## src/hw/irq_prio_pkg.sv

```systemverilog
/*
  Constants, register map and helper functions for the peripheral
  interrupt priority bank.
  Assumes a 32-bit classic Wishbone register bus on one 40 MHz clock.
*/
package irq_prio_pkg;

  // ----------------------------------------------------------------
  // Bus geometry and register offsets
  // ----------------------------------------------------------------
  localparam int ADDR_W = 8;
  localparam int DATA_W = 32;
  localparam int SEL_W = 4;
  localparam logic [ADDR_W-1:0] OFS_PRIO_TWO = 8'h00;
  localparam logic [ADDR_W-1:0] OFS_PRIO_THREE = 8'h04;
  localparam logic [ADDR_W-1:0] OFS_CONTROL = 8'h08;
  localparam logic [ADDR_W-1:0] OFS_EVENT_STATUS = 8'h0c;
  localparam logic [ADDR_W-1:0] OFS_EVENT_MASK = 8'h10;
  localparam logic [ADDR_W-1:0] OFS_LEVEL_VIEW = 8'h14;
  localparam logic [ADDR_W-1:0] OFS_REQUEST_VIEW = 8'h18;

  // ----------------------------------------------------------------
  // Priority register layouts
  // ----------------------------------------------------------------
  localparam logic [DATA_W-1:0] PRIO_TWO_IMPL = 32'h0000_0095;
  localparam logic [DATA_W-1:0] PRIO_THREE_IMPL = 32'h0000_001f;
  localparam logic [DATA_W-1:0] PRIO_TWO_RESET = PRIO_TWO_IMPL;
  localparam logic [DATA_W-1:0] PRIO_THREE_RESET = PRIO_THREE_IMPL;
  localparam int OSC_FAIL_BIT = 7;
  localparam int NVM_WRITE_BIT = 4;
  localparam int LOW_VOLTAGE_BIT = 2;
  localparam int COMPARE2_BIT = 0;
  localparam int MOTOR_TB_BIT = 4;
  localparam int CAP3_DIR_BIT = 3;
  localparam int CAP2_ENC_BIT = 2;
  localparam int CAP1_BIT = 1;
  localparam int TIMER5_BIT = 0;

  // ----------------------------------------------------------------
  // Control register layout
  // ----------------------------------------------------------------
  localparam logic [DATA_W-1:0] CONTROL_IMPL = 32'h0000_ff71;
  localparam logic [DATA_W-1:0] CONTROL_RESET = 32'h0000_0000;
  localparam int LEVELS_ENABLE_BIT = 0;
  localparam int ENC_MODE_LSB = 4;
  localparam int ENC_MODE_W = 3;
  localparam int CAP2_CTL_LSB = 8;
  localparam int CAP3_CTL_LSB = 12;
  localparam int CAP_CTL_W = 4;

  // ----------------------------------------------------------------
  // Interrupt source indices
  // ----------------------------------------------------------------
  localparam int NUM_SRC = 11;
  localparam int SRC_OSC_FAIL = 0;
  localparam int SRC_NVM_WRITE = 1;
  localparam int SRC_LOW_VOLTAGE = 2;
  localparam int SRC_COMPARE2 = 3;
  localparam int SRC_MOTOR_TB = 4;
  localparam int SRC_CAPTURE3 = 5;
  localparam int SRC_DIRECTION = 6;
  localparam int SRC_CAPTURE2 = 7;
  localparam int SRC_ENCODER = 8;
  localparam int SRC_CAPTURE1 = 9;
  localparam int SRC_TIMER5 = 10;

  // ----------------------------------------------------------------
  // Block events
  // ----------------------------------------------------------------
  localparam int EVT_W = 4;
  localparam int EVT_HIGH_RISE = 0;
  localparam int EVT_LOW_RISE = 1;
  localparam int EVT_SHARED_SWITCH = 2;
  localparam int EVT_RESERVED_WRITE = 3;
  localparam logic [DATA_W-1:0] EVENT_IMPL = 32'h0000_000f;

  typedef enum {FN_NONE, FN_CAPTURE, FN_ENCODER} shared_fn_t;

  // A capture or encoder mode field other than zero turns the unit on.
  function automatic logic fieldEnabled(input logic [CAP_CTL_W-1:0] field);
    return |field;
  endfunction

  // Byte mask built from the Wishbone select lines.
  function automatic logic [DATA_W-1:0] laneMask(input logic [SEL_W-1:0] sel);
    return {{8{sel[3]}}, {8{sel[2]}}, {8{sel[1]}}, {8{sel[0]}}};
  endfunction

  // Merge write data into a register, keeping unimplemented bits at zero.
  function automatic logic [DATA_W-1:0] applyWrite(input logic [DATA_W-1:0] old,
      input logic [DATA_W-1:0] wdata, input logic [SEL_W-1:0] sel,
      input logic [DATA_W-1:0] impl);
    logic [DATA_W-1:0] m;
    m = laneMask(sel);
    return ((old & ~m) | (wdata & m)) & impl;
  endfunction

endpackage

```

## src/hw/reg_access_if.sv

```systemverilog
/*
  Register access carrier between the Wishbone slave and the register
  file of the priority bank.
  Assumes both ends sit on the same clock.
*/
`timescale 1ns/100ps
interface reg_access_if;
  import irq_prio_pkg::*;
  logic wr;
  logic rd;
  logic [ADDR_W-1:0] addr;
  logic [DATA_W-1:0] wdata;
  logic [SEL_W-1:0] sel;
  logic [DATA_W-1:0] rdata;
  modport bus_side (output wr, output rd, output addr, output wdata, output sel,
    input rdata);
  modport reg_side (input wr, input rd, input addr, input wdata, input sel,
    output rdata);
endinterface

```

## src/hw/wb_reg_slave.sv

```systemverilog
/*
  Classic Wishbone slave turning bus cycles into one-cycle register
  strobes and a registered read word.
  Assumes a master that holds its request until it sees ack.
*/
`timescale 1ns/100ps
module wb_reg_slave
  import irq_prio_pkg::*;
(
  // Clock and reset
  input wire logic clk,
  input wire logic sys_rst,
  // Wishbone
  input wire logic cyc_i,
  input wire logic stb_i,
  input wire logic we_i,
  input wire logic [ADDR_W-1:0] adr_i,
  input wire logic [SEL_W-1:0] sel_i,
  input wire logic [DATA_W-1:0] dat_i,
  output logic [DATA_W-1:0] dat_o,
  output logic ack_o,
  // Register side
  reg_access_if.bus_side regs
);

  logic access;

  // The strobe fires once per cycle: ack blocks a second hit on the same request.
  assign access = cyc_i & stb_i & ~ack_o;
  assign regs.wr = access & we_i;
  assign regs.rd = access & ~we_i;
  assign regs.addr = adr_i;
  assign regs.wdata = dat_i;
  assign regs.sel = sel_i;

  always_ff @(posedge clk) begin
    if (sys_rst) begin
      ack_o <= 1'b0;
    end else begin
      ack_o <= access;
    end
  end

  always_ff @(posedge clk) begin
    if (sys_rst) begin
      dat_o <= '0;
    end else if (regs.rd) begin
      dat_o <= regs.rdata;
    end
  end

endmodule

```

## src/hw/prio_router.sv

```systemverilog
/*
  Combinational steering of peripheral requests onto the high and low
  priority lines.
  Assumes request inputs are already synchronous to the core clock.
*/
`timescale 1ns/100ps
module prio_router
  import irq_prio_pkg::*;
(
  // Configuration
  input wire logic [DATA_W-1:0] prioTwo,
  input wire logic [DATA_W-1:0] prioThree,
  input wire logic levelsEnable,
  input wire logic encoderOn,
  input wire logic cap2On,
  input wire logic cap3On,
  // Requests
  input wire logic [NUM_SRC-1:0] req,
  // Results
  output logic [NUM_SRC-1:0] levelHigh,
  output logic [NUM_SRC-1:0] liveReq,
  output logic highReq,
  output logic lowReq
);

  always_comb begin
    levelHigh = '0;
    levelHigh[SRC_OSC_FAIL] = prioTwo[OSC_FAIL_BIT];
    levelHigh[SRC_NVM_WRITE] = prioTwo[NVM_WRITE_BIT];
    levelHigh[SRC_LOW_VOLTAGE] = prioTwo[LOW_VOLTAGE_BIT];
    levelHigh[SRC_COMPARE2] = prioTwo[COMPARE2_BIT];
    levelHigh[SRC_MOTOR_TB] = prioThree[MOTOR_TB_BIT];
    levelHigh[SRC_CAPTURE3] = prioThree[CAP3_DIR_BIT];
    levelHigh[SRC_DIRECTION] = prioThree[CAP3_DIR_BIT];
    levelHigh[SRC_CAPTURE2] = prioThree[CAP2_ENC_BIT];
    levelHigh[SRC_ENCODER] = prioThree[CAP2_ENC_BIT];
    levelHigh[SRC_CAPTURE1] = prioThree[CAP1_BIT];
    levelHigh[SRC_TIMER5] = prioThree[TIMER5_BIT];
  end

  // A shared bit serves one function at a time; the encoder owns it when on.
  always_comb begin
    liveReq = req;
    liveReq[SRC_CAPTURE3] = req[SRC_CAPTURE3] & cap3On & ~encoderOn;
    liveReq[SRC_DIRECTION] = req[SRC_DIRECTION] & encoderOn;
    liveReq[SRC_CAPTURE2] = req[SRC_CAPTURE2] & cap2On & ~encoderOn;
    liveReq[SRC_ENCODER] = req[SRC_ENCODER] & encoderOn;
  end

  // Without levels every live request goes to the single high vector.
  always_comb begin
    if (levelsEnable) begin
      highReq = |(liveReq & levelHigh);
      lowReq = |(liveReq & ~levelHigh);
    end else begin
      highReq = |liveReq;
      lowReq = 1'b0;
    end
  end

endmodule

```

## src/hw/peripheral_irq_priority_bank.sv

```systemverilog
/*
  Peripheral interrupt priority bank: two priority registers, a control
  register for levels and shared-bit modes, event status and mask, and
  registered high and low priority request outputs.
  Assumes a classic Wishbone master and synchronous request inputs.
*/
`timescale 1ns/100ps
module peripheral_irq_priority_bank
  import irq_prio_pkg::*;
(
  // Clock and reset
  input wire logic clk,
  input wire logic sys_rst,
  // Wishbone slave
  input wire logic cyc_i,
  input wire logic stb_i,
  input wire logic we_i,
  input wire logic [ADDR_W-1:0] adr_i,
  input wire logic [SEL_W-1:0] sel_i,
  input wire logic [DATA_W-1:0] dat_i,
  output logic [DATA_W-1:0] dat_o,
  output logic ack_o,
  // Peripheral requests
  input wire logic oscFailReq,
  input wire logic nvmWriteReq,
  input wire logic lowVoltageReq,
  input wire logic compare2Req,
  input wire logic motorTimebaseReq,
  input wire logic capture3Req,
  input wire logic directionReq,
  input wire logic capture2Req,
  input wire logic encoderReq,
  input wire logic capture1Req,
  input wire logic timer5Req,
  // Priority outputs
  output logic highIrq,
  output logic lowIrq,
  // Block interrupt
  output logic irq
);

  // ----------------------------------------------------------------
  // Declarations
  // ----------------------------------------------------------------
  reg_access_if regs ();

  logic [DATA_W-1:0] peripheral_priority_two;
  logic [DATA_W-1:0] peripheral_priority_three;
  logic [DATA_W-1:0] control;
  logic [DATA_W-1:0] eventStatus;
  logic [DATA_W-1:0] eventMask;
  logic [NUM_SRC-1:0] req;
  logic [NUM_SRC-1:0] levelHigh;
  logic [NUM_SRC-1:0] liveReq;
  logic [NUM_SRC-1:0] levelView;
  logic [NUM_SRC-1:0] requestView;
  logic highReq;
  logic lowReq;
  logic priority_levels_enable;
  logic [ENC_MODE_W-1:0] encoder_mode_field;
  logic [CAP_CTL_W-1:0] capture2_control;
  logic [CAP_CTL_W-1:0] capture3_control;
  logic encoderOn;
  logic cap2On;
  logic cap3On;
  shared_fn_t bit3Fn;
  shared_fn_t bit2Fn;
  shared_fn_t prevBit3Fn;
  shared_fn_t prevBit2Fn;
  logic [EVT_W-1:0] eventSet;
  logic [DATA_W-1:0] eventClear;
  logic reservedHit;
  logic [DATA_W-1:0] next_rdata;

  // ----------------------------------------------------------------
  // Bus slave
  // ----------------------------------------------------------------
  wb_reg_slave u_slave (
    .clk(clk),
    .sys_rst(sys_rst),
    .cyc_i(cyc_i),
    .stb_i(stb_i),
    .we_i(we_i),
    .adr_i(adr_i),
    .sel_i(sel_i),
    .dat_i(dat_i),
    .dat_o(dat_o),
    .ack_o(ack_o),
    .regs(regs.bus_side)
  );

  // ----------------------------------------------------------------
  // Control fields
  // ----------------------------------------------------------------
  assign priority_levels_enable = control[LEVELS_ENABLE_BIT];
  assign encoder_mode_field = control[ENC_MODE_LSB +: ENC_MODE_W];
  assign capture2_control = control[CAP2_CTL_LSB +: CAP_CTL_W];
  assign capture3_control = control[CAP3_CTL_LSB +: CAP_CTL_W];
  assign encoderOn = fieldEnabled({1'b0, encoder_mode_field});
  assign cap2On = fieldEnabled(capture2_control);
  assign cap3On = fieldEnabled(capture3_control);

  // ----------------------------------------------------------------
  // Request gathering and routing
  // ----------------------------------------------------------------
  always_comb begin
    req = '0;
    req[SRC_OSC_FAIL] = oscFailReq;
    req[SRC_NVM_WRITE] = nvmWriteReq;
    req[SRC_LOW_VOLTAGE] = lowVoltageReq;
    req[SRC_COMPARE2] = compare2Req;
    req[SRC_MOTOR_TB] = motorTimebaseReq;
    req[SRC_CAPTURE3] = capture3Req;
    req[SRC_DIRECTION] = directionReq;
    req[SRC_CAPTURE2] = capture2Req;
    req[SRC_ENCODER] = encoderReq;
    req[SRC_CAPTURE1] = capture1Req;
    req[SRC_TIMER5] = timer5Req;
  end

  prio_router u_router (
    .prioTwo(peripheral_priority_two),
    .prioThree(peripheral_priority_three),
    .levelsEnable(priority_levels_enable),
    .encoderOn(encoderOn),
    .cap2On(cap2On),
    .cap3On(cap3On),
    .req(req),
    .levelHigh(levelHigh),
    .liveReq(liveReq),
    .highReq(highReq),
    .lowReq(lowReq)
  );

  // Outputs are registered so the vector logic sees glitch-free levels.
  always_ff @(posedge clk) begin
    if (sys_rst) begin
      highIrq <= 1'b0;
      lowIrq <= 1'b0;
    end else begin
      highIrq <= highReq;
      lowIrq <= lowReq;
    end
  end

  // Level view shows high for every source while levels are off.
  always_ff @(posedge clk) begin
    if (sys_rst) begin
      levelView <= '1;
      requestView <= '0;
    end else begin
      levelView <= priority_levels_enable ? levelHigh : '1;
      requestView <= liveReq;
    end
  end

  // ----------------------------------------------------------------
  // Priority registers
  // ----------------------------------------------------------------
  always_ff @(posedge clk) begin
    if (sys_rst) begin
      peripheral_priority_two <= PRIO_TWO_RESET;
    end else if (regs.wr && regs.addr == OFS_PRIO_TWO) begin
      peripheral_priority_two <= applyWrite(peripheral_priority_two, regs.wdata,
        regs.sel, PRIO_TWO_IMPL);
    end
  end

  always_ff @(posedge clk) begin
    if (sys_rst) begin
      peripheral_priority_three <= PRIO_THREE_RESET;
    end else if (regs.wr && regs.addr == OFS_PRIO_THREE) begin
      peripheral_priority_three <= applyWrite(peripheral_priority_three,
        regs.wdata, regs.sel, PRIO_THREE_IMPL);
    end
  end

  // ----------------------------------------------------------------
  // Control register
  // ----------------------------------------------------------------
  // Levels start disabled so a fresh part behaves as a single-vector core.
  always_ff @(posedge clk) begin
    if (sys_rst) begin
      control <= CONTROL_RESET;
    end else if (regs.wr && regs.addr == OFS_CONTROL) begin
      control <= applyWrite(control, regs.wdata, regs.sel, CONTROL_IMPL);
    end
  end

  // ----------------------------------------------------------------
  // Shared bit function tracking
  // ----------------------------------------------------------------
  // The encoder takes precedence when both it and a capture unit are on.
  always_comb begin
    if (encoderOn) begin
      bit3Fn = FN_ENCODER;
      bit2Fn = FN_ENCODER;
    end else begin
      bit3Fn = cap3On ? FN_CAPTURE : FN_NONE;
      bit2Fn = cap2On ? FN_CAPTURE : FN_NONE;
    end
  end

  always_ff @(posedge clk) begin
    if (sys_rst) begin
      prevBit3Fn <= FN_NONE;
      prevBit2Fn <= FN_NONE;
    end else begin
      prevBit3Fn <= bit3Fn;
      prevBit2Fn <= bit2Fn;
    end
  end

  // ----------------------------------------------------------------
  // Events, status and mask
  // ----------------------------------------------------------------
  // Unimplemented bits of a priority write are dropped but noted.
  always_comb begin
    reservedHit = 1'b0;
    if (regs.wr) begin
      case (regs.addr)
        OFS_PRIO_TWO: begin
          reservedHit = |(regs.wdata & laneMask(regs.sel) & ~PRIO_TWO_IMPL);
        end
        OFS_PRIO_THREE: begin
          reservedHit = |(regs.wdata & laneMask(regs.sel) & ~PRIO_THREE_IMPL);
        end
        default: begin
          reservedHit = 1'b0;
        end
      endcase
    end
  end

  always_comb begin
    eventSet = '0;
    eventSet[EVT_HIGH_RISE] = highReq & ~highIrq;
    eventSet[EVT_LOW_RISE] = lowReq & ~lowIrq;
    eventSet[EVT_SHARED_SWITCH] = (bit3Fn != prevBit3Fn) | (bit2Fn != prevBit2Fn);
    eventSet[EVT_RESERVED_WRITE] = reservedHit;
  end

  assign eventClear = (regs.wr && regs.addr == OFS_EVENT_STATUS) ?
    (regs.wdata & laneMask(regs.sel)) : '0;

  // A new event in the clearing cycle survives the clear.
  always_ff @(posedge clk) begin
    if (sys_rst) begin
      eventStatus <= '0;
    end else begin
      eventStatus <= ((eventStatus & ~eventClear) | {{(DATA_W-EVT_W){1'b0}}, eventSet})
        & EVENT_IMPL;
    end
  end

  always_ff @(posedge clk) begin
    if (sys_rst) begin
      eventMask <= '0;
    end else if (regs.wr && regs.addr == OFS_EVENT_MASK) begin
      eventMask <= applyWrite(eventMask, regs.wdata, regs.sel, EVENT_IMPL);
    end
  end

  always_ff @(posedge clk) begin
    if (sys_rst) begin
      irq <= 1'b0;
    end else begin
      irq <= |(eventStatus & eventMask);
    end
  end

  // ----------------------------------------------------------------
  // Read mux
  // ----------------------------------------------------------------
  // Unmapped offsets read as zero; the slave still acknowledges them.
  always_comb begin
    case (regs.addr)
      OFS_PRIO_TWO: begin
        next_rdata = peripheral_priority_two;
      end
      OFS_PRIO_THREE: begin
        next_rdata = peripheral_priority_three;
      end
      OFS_CONTROL: begin
        next_rdata = control;
      end
      OFS_EVENT_STATUS: begin
        next_rdata = eventStatus;
      end
      OFS_EVENT_MASK: begin
        next_rdata = eventMask;
      end
      OFS_LEVEL_VIEW: begin
        next_rdata = {{(DATA_W-NUM_SRC){1'b0}}, levelView};
      end
      OFS_REQUEST_VIEW: begin
        next_rdata = {{(DATA_W-NUM_SRC){1'b0}}, requestView};
      end
      default: begin
        next_rdata = '0;
      end
    endcase
  end

  assign regs.rdata = next_rdata;

endmodule

```

## config.mk

```make
export PLATFORM = sky130hd
export DESIGN_NAME = peripheral_irq_priority_bank
export DESIGN_NICKNAME = d
export VERILOG_FILES = /design/src/hw/irq_prio_pkg.sv /design/src/hw/reg_access_if.sv /design/src/hw/wb_reg_slave.sv /design/src/hw/prio_router.sv /design/src/hw/peripheral_irq_priority_bank.sv
export SDC_FILE = /design/constraint.sdc
export NUM_CORES = 1
export LEC_CHECK = 0
export ABC_AREA = 1
export BUFFER_PORTS_ARGS = -buffer_cell sky130_fd_sc_hd__clkbuf_2
export CAP_MARGIN = 25
export CORE_MARGIN = 5
export CORE_UTILIZATION = 45
export CTS_CLUSTER_SIZE = 20
export DETAILED_ROUTE_END_ITERATION = 8
export HOLD_SLACK_MARGIN = 0.02
export PLACE_DENSITY = 0.76
export SETUP_SLACK_MARGIN = 0.2
export SLEW_MARGIN = 0
export SYNTH_ARGS = -nofsm -noshare
export SYNTH_HDL_FRONTEND = slang
export SYNTH_SLANG_ARGS = --single-unit
```

## constraint.sdc

```tcl
create_clock -name clk -period 2 [get_ports clk]
set_input_delay 0.3 -clock clk [delete_from_list [all_inputs] [get_ports clk]]
set_output_delay 0.3 -clock clk [all_outputs]
set_load 0.005 [all_outputs]
```

* Word-level counts from Yosys, hierarchy flattened *
Index checks and enable logic that the tools add are counted.

storage, ports and cells
  memories = 0
  bits in read-only memories = 0
  latch bits = 0
  RAM bits = 0
  output and inout port bits = 36
  logic and storage cells = 84
  register bits after elaboration = 151
  bits of input ports = 60

cells by class
  bitwise gates (word level) = 36
  reductions and logical operators = 16
  shift-type cells = 0
  equality and inequality tests = 8
  $mul = 0
  div/mod/pow operators = 0
  $add $sub $neg = 0
  muxes and demuxes = 10
  magnitude comparators = 0

operators with widths
  cell                                                                    count
  16-bit case mux with 7 select lines                                     1
  32-bit != test                                                          2
  11-bit OR reduction                                                     3
  32-bit AND                                                              1
  32-bit OR reduction                                                     1
  28-bit OR reduction                                                     1
  27-bit OR reduction                                                     1
  8-bit by 5-bit equality test with 1-bit output (second input constant)  3
  11-bit AND                                                              2
  16-bit AND                                                              1
  8-bit by 4-bit equality test with 1-bit output (second input constant)  2
  16-bit inverter                                                         1
  16-bit OR                                                               1
  1-bit AND                                                               12
  4-bit AND                                                               3
  11-bit inverter                                                         1
  8-bit AND                                                               1
  8-bit by 3-bit equality test with 1-bit output (second input constant)  1
  8-bit zero test                                                         1
  4-bit OR                                                                2
  8-bit OR                                                                1
  4-bit OR reduction                                                      2
  1-bit inverter                                                          6
  5-bit AND                                                               1
  other kinds (10)                                                        19

* Longest topological paths before layout *
Gate-level depths: netlist of run 1.

  depth after elaboration = 8
  depth in mapped cells = 11
  mapped depth without buffers = 10

* Modules after synthesis *
From an unflattened synthesis of run 1, not the netlist that was laid out.

second synthesis, totals
  cell total of the unflattened synthesis = 713
  area total of the unflattened synthesis = 4,855.9 um^2

modules (own cells, without submodules)
  module                        times used  sequential area each (um^2)  cells an instance  area an instance (um^2)
  peripheral_irq_priority_bank  1           1,141.1                      376                2,633.8
  wb_reg_slave                  1           660.6                        258                1,819.2
  prio_router                   1           0.0                          79                 402.9

* Worst setup path before layout of run 1 *
OpenSTA, ideal clock, no wires.

  path type = input -> register
  from = input port adr_i[7]
  to = register with a tool-made name
  arrival = 1.165 ns
  cell stages on the path = 9
  path slack = 0.720 ns
  required time = 1.884 ns
  setup time = 0.116 ns
  cells stage by stage = nor2_4 inv_2 nor2_8 nand2_4 nor2_8 nand2_4 buf_6 o21ai_2 a21oi_2

RTL lines
  what             RTL line                            source
  start, declared  peripheral_irq_priority_bank.sv:18  input wire logic [ADDR_W-1:0] adr_i,

==> qor.yml, run 1 <==
timing:
  hold_violations: 0
  setup_slack_ns: 0.5237
  min_period_over_period_pct: 73.82
  setup_tns_ns: 0
  fmax_mhz: 677.4
  setup_viol: 0
  rsz0062_at_grt: "no"
  slew_viol_final: 0
  clock_skew_ns: 0.01126
  period_minus_slack_ns: 1.476
place:
  io_buffers: 79
  finalWeightedCongestion: 0.9191
  place_ws_ns: 0.3835
  dp_hpwl_um: 6932
detailed_routing:
  firstDrtPassIters: 5
  drt-total-wl_um: 8779
  antenna_left: 0
  drc: 0
  vias: 3350
  via_per_inst: 4.926
  drtIter0Drc: 188
  wire_per_inst_um: 12.91
worst_setup_path:
  crit_path_end_kind: "flip-flop"
  path_cells: "nor3_4 -> inv_1 -> nand2_1 -> nand2_1 -> o21ai_0 -> nand3_1 -> nand3b_1 -> nand2_1"
  path_common_cell: "nand2_1"
  critPathSlowestCell: "dfxtp_1"
  max_stage_delay_ns: 0.35
  crit_type: "flip-flop to flip-flop"
  cp_data_arrival_time_ns: 1.73
  crit_required_ns: 2.25
  cp-start-kind: "flip-flop"
  crit_fanout: 8
cts:
  htreeDepth: 3
  cts_made_buffers: 9
  hold_buffers: 0
  clk_pin_slew_ns: 0.08
  cts_tree: "yes"
  cts.path.max_buffers: 2
  cts_resized: 0
  postCtsSetupBuffers: 0
  cts-root-buf: "clkbuf_8"
  cts.sinks: 72
  clock_latency_ns: 0.35
synthesis:
  synth_top_area_share_pct: 41.26
  async_reset_ff_share_pct: 0
  synth_ff_type: "dfxtp_1"
  ys_seq_area_share_pct: 41.26
  synth_common_cells: "nand2_1, dfxtp_1, nand3_1"
  yosysTopAreaCell: "dfxtp_1"
  synth_cells: 493
  synthDistinctLibCells: 31
  synth_edf_count: 0
  ys.warnings.count: 0
  synth_most_common_cell: "nand2_1"
  synthTopCellsByArea: "dfxtp_1, nand2_1, nand3_1"
  syn_avg_cell_area_sq_um: 7.086
  synth_area_sq_mm: 0.003493
  ys_ff_latch: 72
finish:
  syn2layout_area_growth_pct: 18.05
  antennaDiodeCount: 0
  fin_nets: 633
  drive_gt1_share_pct: 22.66
status:
  status: "completed"
global_route:
  groute.usage.overall_pct: 18.40
  grt_pass1_wl_um: 14380
  grt_pass1_vias: 3091
  antenna_found_initial: 0
  grt-ovfl-total: 0
  grt_max_degree: 23
die:
  rows: 32
  dieArea_sq_mm: 0.009625
  initial_core_util_pct: 45.68
  die_h_um: 98.11
  coreArea_sq_mm: 0.007647
  ios: 96
  die_w_um: 98.11
power_and_ir_drop:
  ir_drop_uv: 284.7
  pwr_density_cell_mw_per_mm2: 689.5
  power_mw: 2.844
  p_leak_nw: 2.052
run:
  cap_viol_max_count: 0
min_path:
  min_path_type: "primary input to flip-flop"
==> cells in the final DEF (no fill, tap or decap), types with 2 or more instances in the layout <==
cell type and instances:
o21ai_2 2, buf_4 6, a21oi_2 2, dfxtp_1 72, o21ai_0 34, nand3_1 47
nand2_1 136, nor2_2 3, o211ai_1 14, inv_1 43, inv_2 7, nand4_1 4
nand3b_1 2, nand2_2 3, conb_1 16, clkbuf_8 10, nor2_8 3, nor2_4 5
clkinv_2 2, clkbuf_2 79, nor2_1 41, nand2_4 2, a21oi_1 33
==> per-stage QoR <==
step	area (sq um)	util (%)	std cells	hold WS [ns]
final	4124	53.93	680	0.1767
after global routing	4124	53.93	680	0.1919
after detailed placement	3926	51.34	664	0.4555
after CTS	4124	53.93	680	0.1728
after global placement	3926	51.34	664	0.4384
after floorplan	3550	-	508	0.4248
==> where the power goes <==
part / switching (mW) / leakage [nW] / internal, mW / total (mW)
Clock: 0.545 / 0.0993 / 0.608 / 1.15
Combinational: 0.145 / 1.37 / 0.0882 / 0.234
Sequential: 0.00768 / 0.584 / 1.45 / 1.46
==> routing by layer <==
| layer | wire length (um) | global-route usage, % | share of wire (%) | vias to the layer above |
|---|---|---|---|---|
| li1 | - | - | - | 1724 |
| met1 | 3876 | 24.64 | 44 | 1468 |
| met2 | 3977 | 28.95 | 45 | 145 |
| met3 | 775 | 4.000 | 8.8 | 13 |
| met4 | 150 | 7.242 | 1.7 | 0 |
| met5 | 0 | 0 | 0 | - |
==> final timing paths <==
| kind | end | cells after the start | startpoint | slack, ns |
|---|---|---|---|---|
| worst min-delay path | requestView[6] | 3 | directionReq | 0.18 |
| worst max register to register | eventStatus[0] | 8 | flip-flop | 0.52 |
| worst max-delay path | eventStatus[0] | 8 | flip-flop | 0.52 |
| worst min register to register | u_slave.dat_o[9] | 2 | u_slave.dat_o[9] | 0.46 |
==> worst max-delay path, delay by kind of cell, from the launching register on <==
family / cells / cell delay, ns
AO/OA/AOI/OAI: 1 / 0.09
AND/OR/NAND/NOR: 6 / 0.83
buffers and inverters: 1 / 0.10
flip-flops: 1 / 0.35
==> area by class of cell <==
| type | instances | area, sq um |
|---|---|---|
| inverter | 50 | 187.7 |
| sequential | 72 | 1441 |
| timing repair buffer | 85 | 440.4 |
| fill | 743 | 3523 |
| clock inverter | 5 | 56.30 |
| clock buffer | 11 | 141.4 |
| multi-input combinational | 355 | 1729 |
| tap | 102 | 127.6 |
==> cells by family (layout without fill, tap and decap cells) <==
logic type	count (synthesis)	count (layout)	synth area share, %
AND/OR/NAND/NOR	251	251	33.52
AO/OA/AOI/OAI	87	87	14.00
other	1	16	0.1073
flip-flops	72	72	41.26
XOR/XNOR	1	1	0.2508
buffers and inverters	81	151	10.85
(Power assumes the default switching activity.)
==> run 2: changes to the inputs <==
--- a/config.mk
+++ b/config.mk
@@ -5,7 +5,7 @@
 export SDC_FILE = /design/constraint.sdc
 export NUM_CORES = 1
 export LEC_CHECK = 0
-export ABC_AREA = 1
+export ABC_AREA = 0
 export BUFFER_PORTS_ARGS = -buffer_cell sky130_fd_sc_hd__clkbuf_2
 export CAP_MARGIN = 25
 export CORE_MARGIN = 5
@@ -13,7 +13,7 @@
 export CTS_CLUSTER_SIZE = 20
 export DETAILED_ROUTE_END_ITERATION = 8
 export HOLD_SLACK_MARGIN = 0.02
-export PLACE_DENSITY = 0.76
+export PLACE_DENSITY = 0.8
 export SETUP_SLACK_MARGIN = 0.2
 export SLEW_MARGIN = 0
 export SYNTH_ARGS = -nofsm -noshare
==> constraint.sdc (replaced) <==
create_clock -name clk -period 1.2 [get_ports clk]
set_input_delay 0.18 -clock clk [delete_from_list [all_inputs] [get_ports clk]]
set_output_delay 0.18 -clock clk [all_outputs]
set_load 0.005 [all_outputs]
==> run 2 against run 1 <==
  * The flow now finishes with violations (negative setup slack)
  * Non-clock buffer count increased by 90
  * Maximum frequency decreased by 21%
  * Combinational power increased by 130%
  * Sequential power increased by 65%
  * Register-to-register slack got worse by 1.2 ns
  * Via count increased by 7.8%
  * Cell area increased by 23%
  * Clock power increased by 83%
  * Sequential share of layout area decreased by 5.8 points
  * Clock-buffer cell count decreased by 1
  * Core utilization increased by 16 points
  * Synthesized cell count decreased by 26%
  * Critical endpoint unchanged
==> qor.yml, run 2 <==
detailed_routing:
  drc: 0  # unchanged
  drt-total-wl_um: 11980  # +36%
  vias: 3612  # +7.8%
  firstDrtPassIters: 5  # unchanged
  wire_per_inst_um: 18.74  # +45%
  drtIter0Drc: 301  # +60%
  via_per_inst: 5.653  # +15%
  antenna_left: 0  # unchanged
die:
  coreArea_sq_mm: 0.007253  # -5.2%
  die_h_um: 96.08  # -2.1%
  ios: 96  # unchanged
  die_w_um: 96.08  # -2.1%
  dieArea_sq_mm: 0.009231  # -4.1%
  initial_core_util_pct: 45.97  # +0.29 points
  rows: 31  # -3.1%
synthesis:
  syn_avg_cell_area_sq_um: 9.111  # +29%
  async_reset_ff_share_pct: 0  # unchanged
  synthTopCellsByArea: "dfxtp_1, mux2i_1, nor2_1"
  yosysTopAreaCell: "dfxtp_1"
  synth_cells: 366  # -26%
  ys.warnings.count: 0  # unchanged
  synth_ff_type: "dfxtp_1"
  ys_seq_area_share_pct: 43.23  # +2.0 points
  synth_top_area_share_pct: 43.23  # +2.0 points
  synth_edf_count: 0  # unchanged
  synth_most_common_cell: "dfxtp_1"
  synth_area_sq_mm: 0.003334  # -4.5%
  ys_ff_latch: 72  # unchanged
  synth_common_cells: "dfxtp_1, nor2_1, mux2i_1"
  synthDistinctLibCells: 56  # +81%
worst_setup_path:
  cp-start-kind: "flip-flop"
  crit_path_end_kind: "flip-flop"
  crit_fanout: 2  # -6
  cp_data_arrival_time_ns: 2.10  # +0.37 ns
  crit_required_ns: 1.44  # -0.81 ns
  crit_type: "flip-flop to flip-flop"
  reg2reg_depth: 5  # -3
  r2r-end: "eventStatus[0]"
  rrSetupSlack_ns: -0.66  # -1.18 ns
global_route:
  grt_pass1_wl_um: 16860  # +17%
  antenna_found_initial: 0  # unchanged
  grt-ovfl-total: 0  # unchanged
  groute.usage.overall_pct: 24.56  # +6.2 points
  grt_max_degree: 28  # +22%
  grt_pass1_vias: 3423  # +11%
cts:
  clk_pin_slew_ns: 0.07  # about the same
  clock_latency_ns: 0.35  # about the same
  cts-root-buf: "clkbuf_8"
  cts.path.max_buffers: 2  # unchanged
  cts_made_buffers: 9  # unchanged
  hold_buffers: 0  # unchanged
  cts_tree: "yes"
  htreeDepth: 3  # unchanged
  cts.sinks: 72  # unchanged
timing:
  fmax_mhz: 537.9  # -21%
  setup_viol: 51  # +51
  setup_tns_ns: -17.85  # -17.85 ns
  setup_slack_ns: -0.6592  # -1.183 ns
  hold_violations: 0  # unchanged
  clock_skew_ns: 0.004402  # -0.006856 ns
  slew_viol_final: 0  # unchanged
  min_period_over_period_pct: 154.9  # +81 points
  period_minus_slack_ns: 1.859  # +0.3828 ns
  rsz0062_at_grt: "yes"
run:
  cap_viol_max_count: 0  # unchanged
min_path:
  min_path_type: "primary input to flip-flop"
  holdPathStages: 2  # -1
  min_to: "requestView[8]"
  hold_start: "encoderReq"
finish:
  fillers: 519  # -30%
  fin_cells: 639  # -6.0%
  drive_gt1_share_pct: 49.26  # +27 points
  design_area_sq_mm: 0.005060  # +23%
  final_common_cell: "buf_4"
  antennaDiodeCount: 0  # unchanged
  fin_nets: 595  # -6.0%
  syn2layout_area_growth_pct: 51.74
  layout_common_cells: "buf_4, clkbuf_2, dfxtp_1"
place:
  io_buffers: 79  # unchanged
  finalWeightedCongestion: 0.9215  # +0.26%
  place_area_sq_mm: 0.004392  # +12%
  dp.cells: 605  # -8.9%
  dp_hpwl_um: 8099  # +17%
power_and_ir_drop:
  pwr_density_cell_mw_per_mm2: 1000  # +45%
  p_leak_nw: 2.205  # +7.4%
  ir_drop_uv: 903.2  # +220%
status:
  status: "finished with violations"
  violations: "negative setup slack"
-- run 2: cell types whose count changed in the layout (fill, tap and decap cells not counted), moves of 31 or more --
cell     previous run  this run
buf_4               6        80
inv_1              43        12
nand2_1           136        23
nand3_1            47         3
-- run 2: kinds of logic after synthesis --
family                 count (synthesis)  synth area share [%]
AND/OR/NAND/NOR                      139                 23.60
AO/OA/AOI/OAI                         79                 16.36
flip-flops                            72                 43.23
buffers and inverters                 46                 7.317
multiplexers                          27                 8.855
XOR/XNOR                               2                0.5254
other                                  1                0.1125
-- run 2: timing repair --
item,4_1_cts,5_1_grt
cloned,2,0
gates resized for setup,51,40
setup endpoints to repair,66,82
pin swaps,26,15
setup buffers,8,8
-- run 2: per-layer routing --
metal  up-vias  share of wire, %  GRT usage, %
met5         -                 0             0
met4         0               4.5         9.597
met3        54               7.7         6.333
met2       199                50         42.90
met1      1718                38         28.56
li1       1641                 -             -
-- run 2: critical path: stages (launching register included) --
cell and delay, ns:
dfxtp_1 0.32, or4_4 0.53, a31o_2 0.22, a222oi_1 0.40, a21o_1 0.21, a21oi_1 0.07
-- run 2: report_power, final --
group	leakage (nW)	internal [mW]	switching [mW]
clock	0.112	1.21	0.895
sequential	0.595	2.40	0.00934
combinational	1.50	0.253	0.284
-- run 2: how the worst max path moves through the flow --
stage	startpoint	to	slack [ns]	cells past startpoint
2_1_floorplan	adr_i[1]	flip-flop	-0.60	6
3_3_place_gp	adr_i[1]	flip-flop	-0.69	5
3_5_place_dp	adr_i[1]	u_slave.dat_o[8]	-0.77	6
4_1_cts	flip-flop	eventStatus[0]	-0.61	5
5_1_grt	flip-flop	eventStatus[0]	-0.69	5
6_report	flip-flop	eventStatus[0]	-0.66	5
-- run 2: final cells by class --
type                    instances  area [sq um]  area share, %
inverters                      12         45.04         0.8902
clock buffers                  10         137.6          2.720
clock inverters                 6         82.58          1.632
repair buffers                175          1209          23.89
flip-flops and latches         72          1473          29.10
multi-input cells             265          1989          39.32
well taps                      99         123.9          2.448
-- run 2: through the flow --
step	worst slack (ns)	hold slack, ns	util (%)	power (mW)
5_1_grt	-0.6947	0.05134	69.76	5.216
6_report	-0.6592	0.06144	69.76	5.061
3_5_place_dp	-0.7730	0.4134	60.55	2.933
2_1_floorplan	-0.5952	0.2979	-	2.692
3_3_place_gp	-0.6918	0.4145	60.55	2.925
4_1_cts	-0.6111	0.04124	67.19	5.037
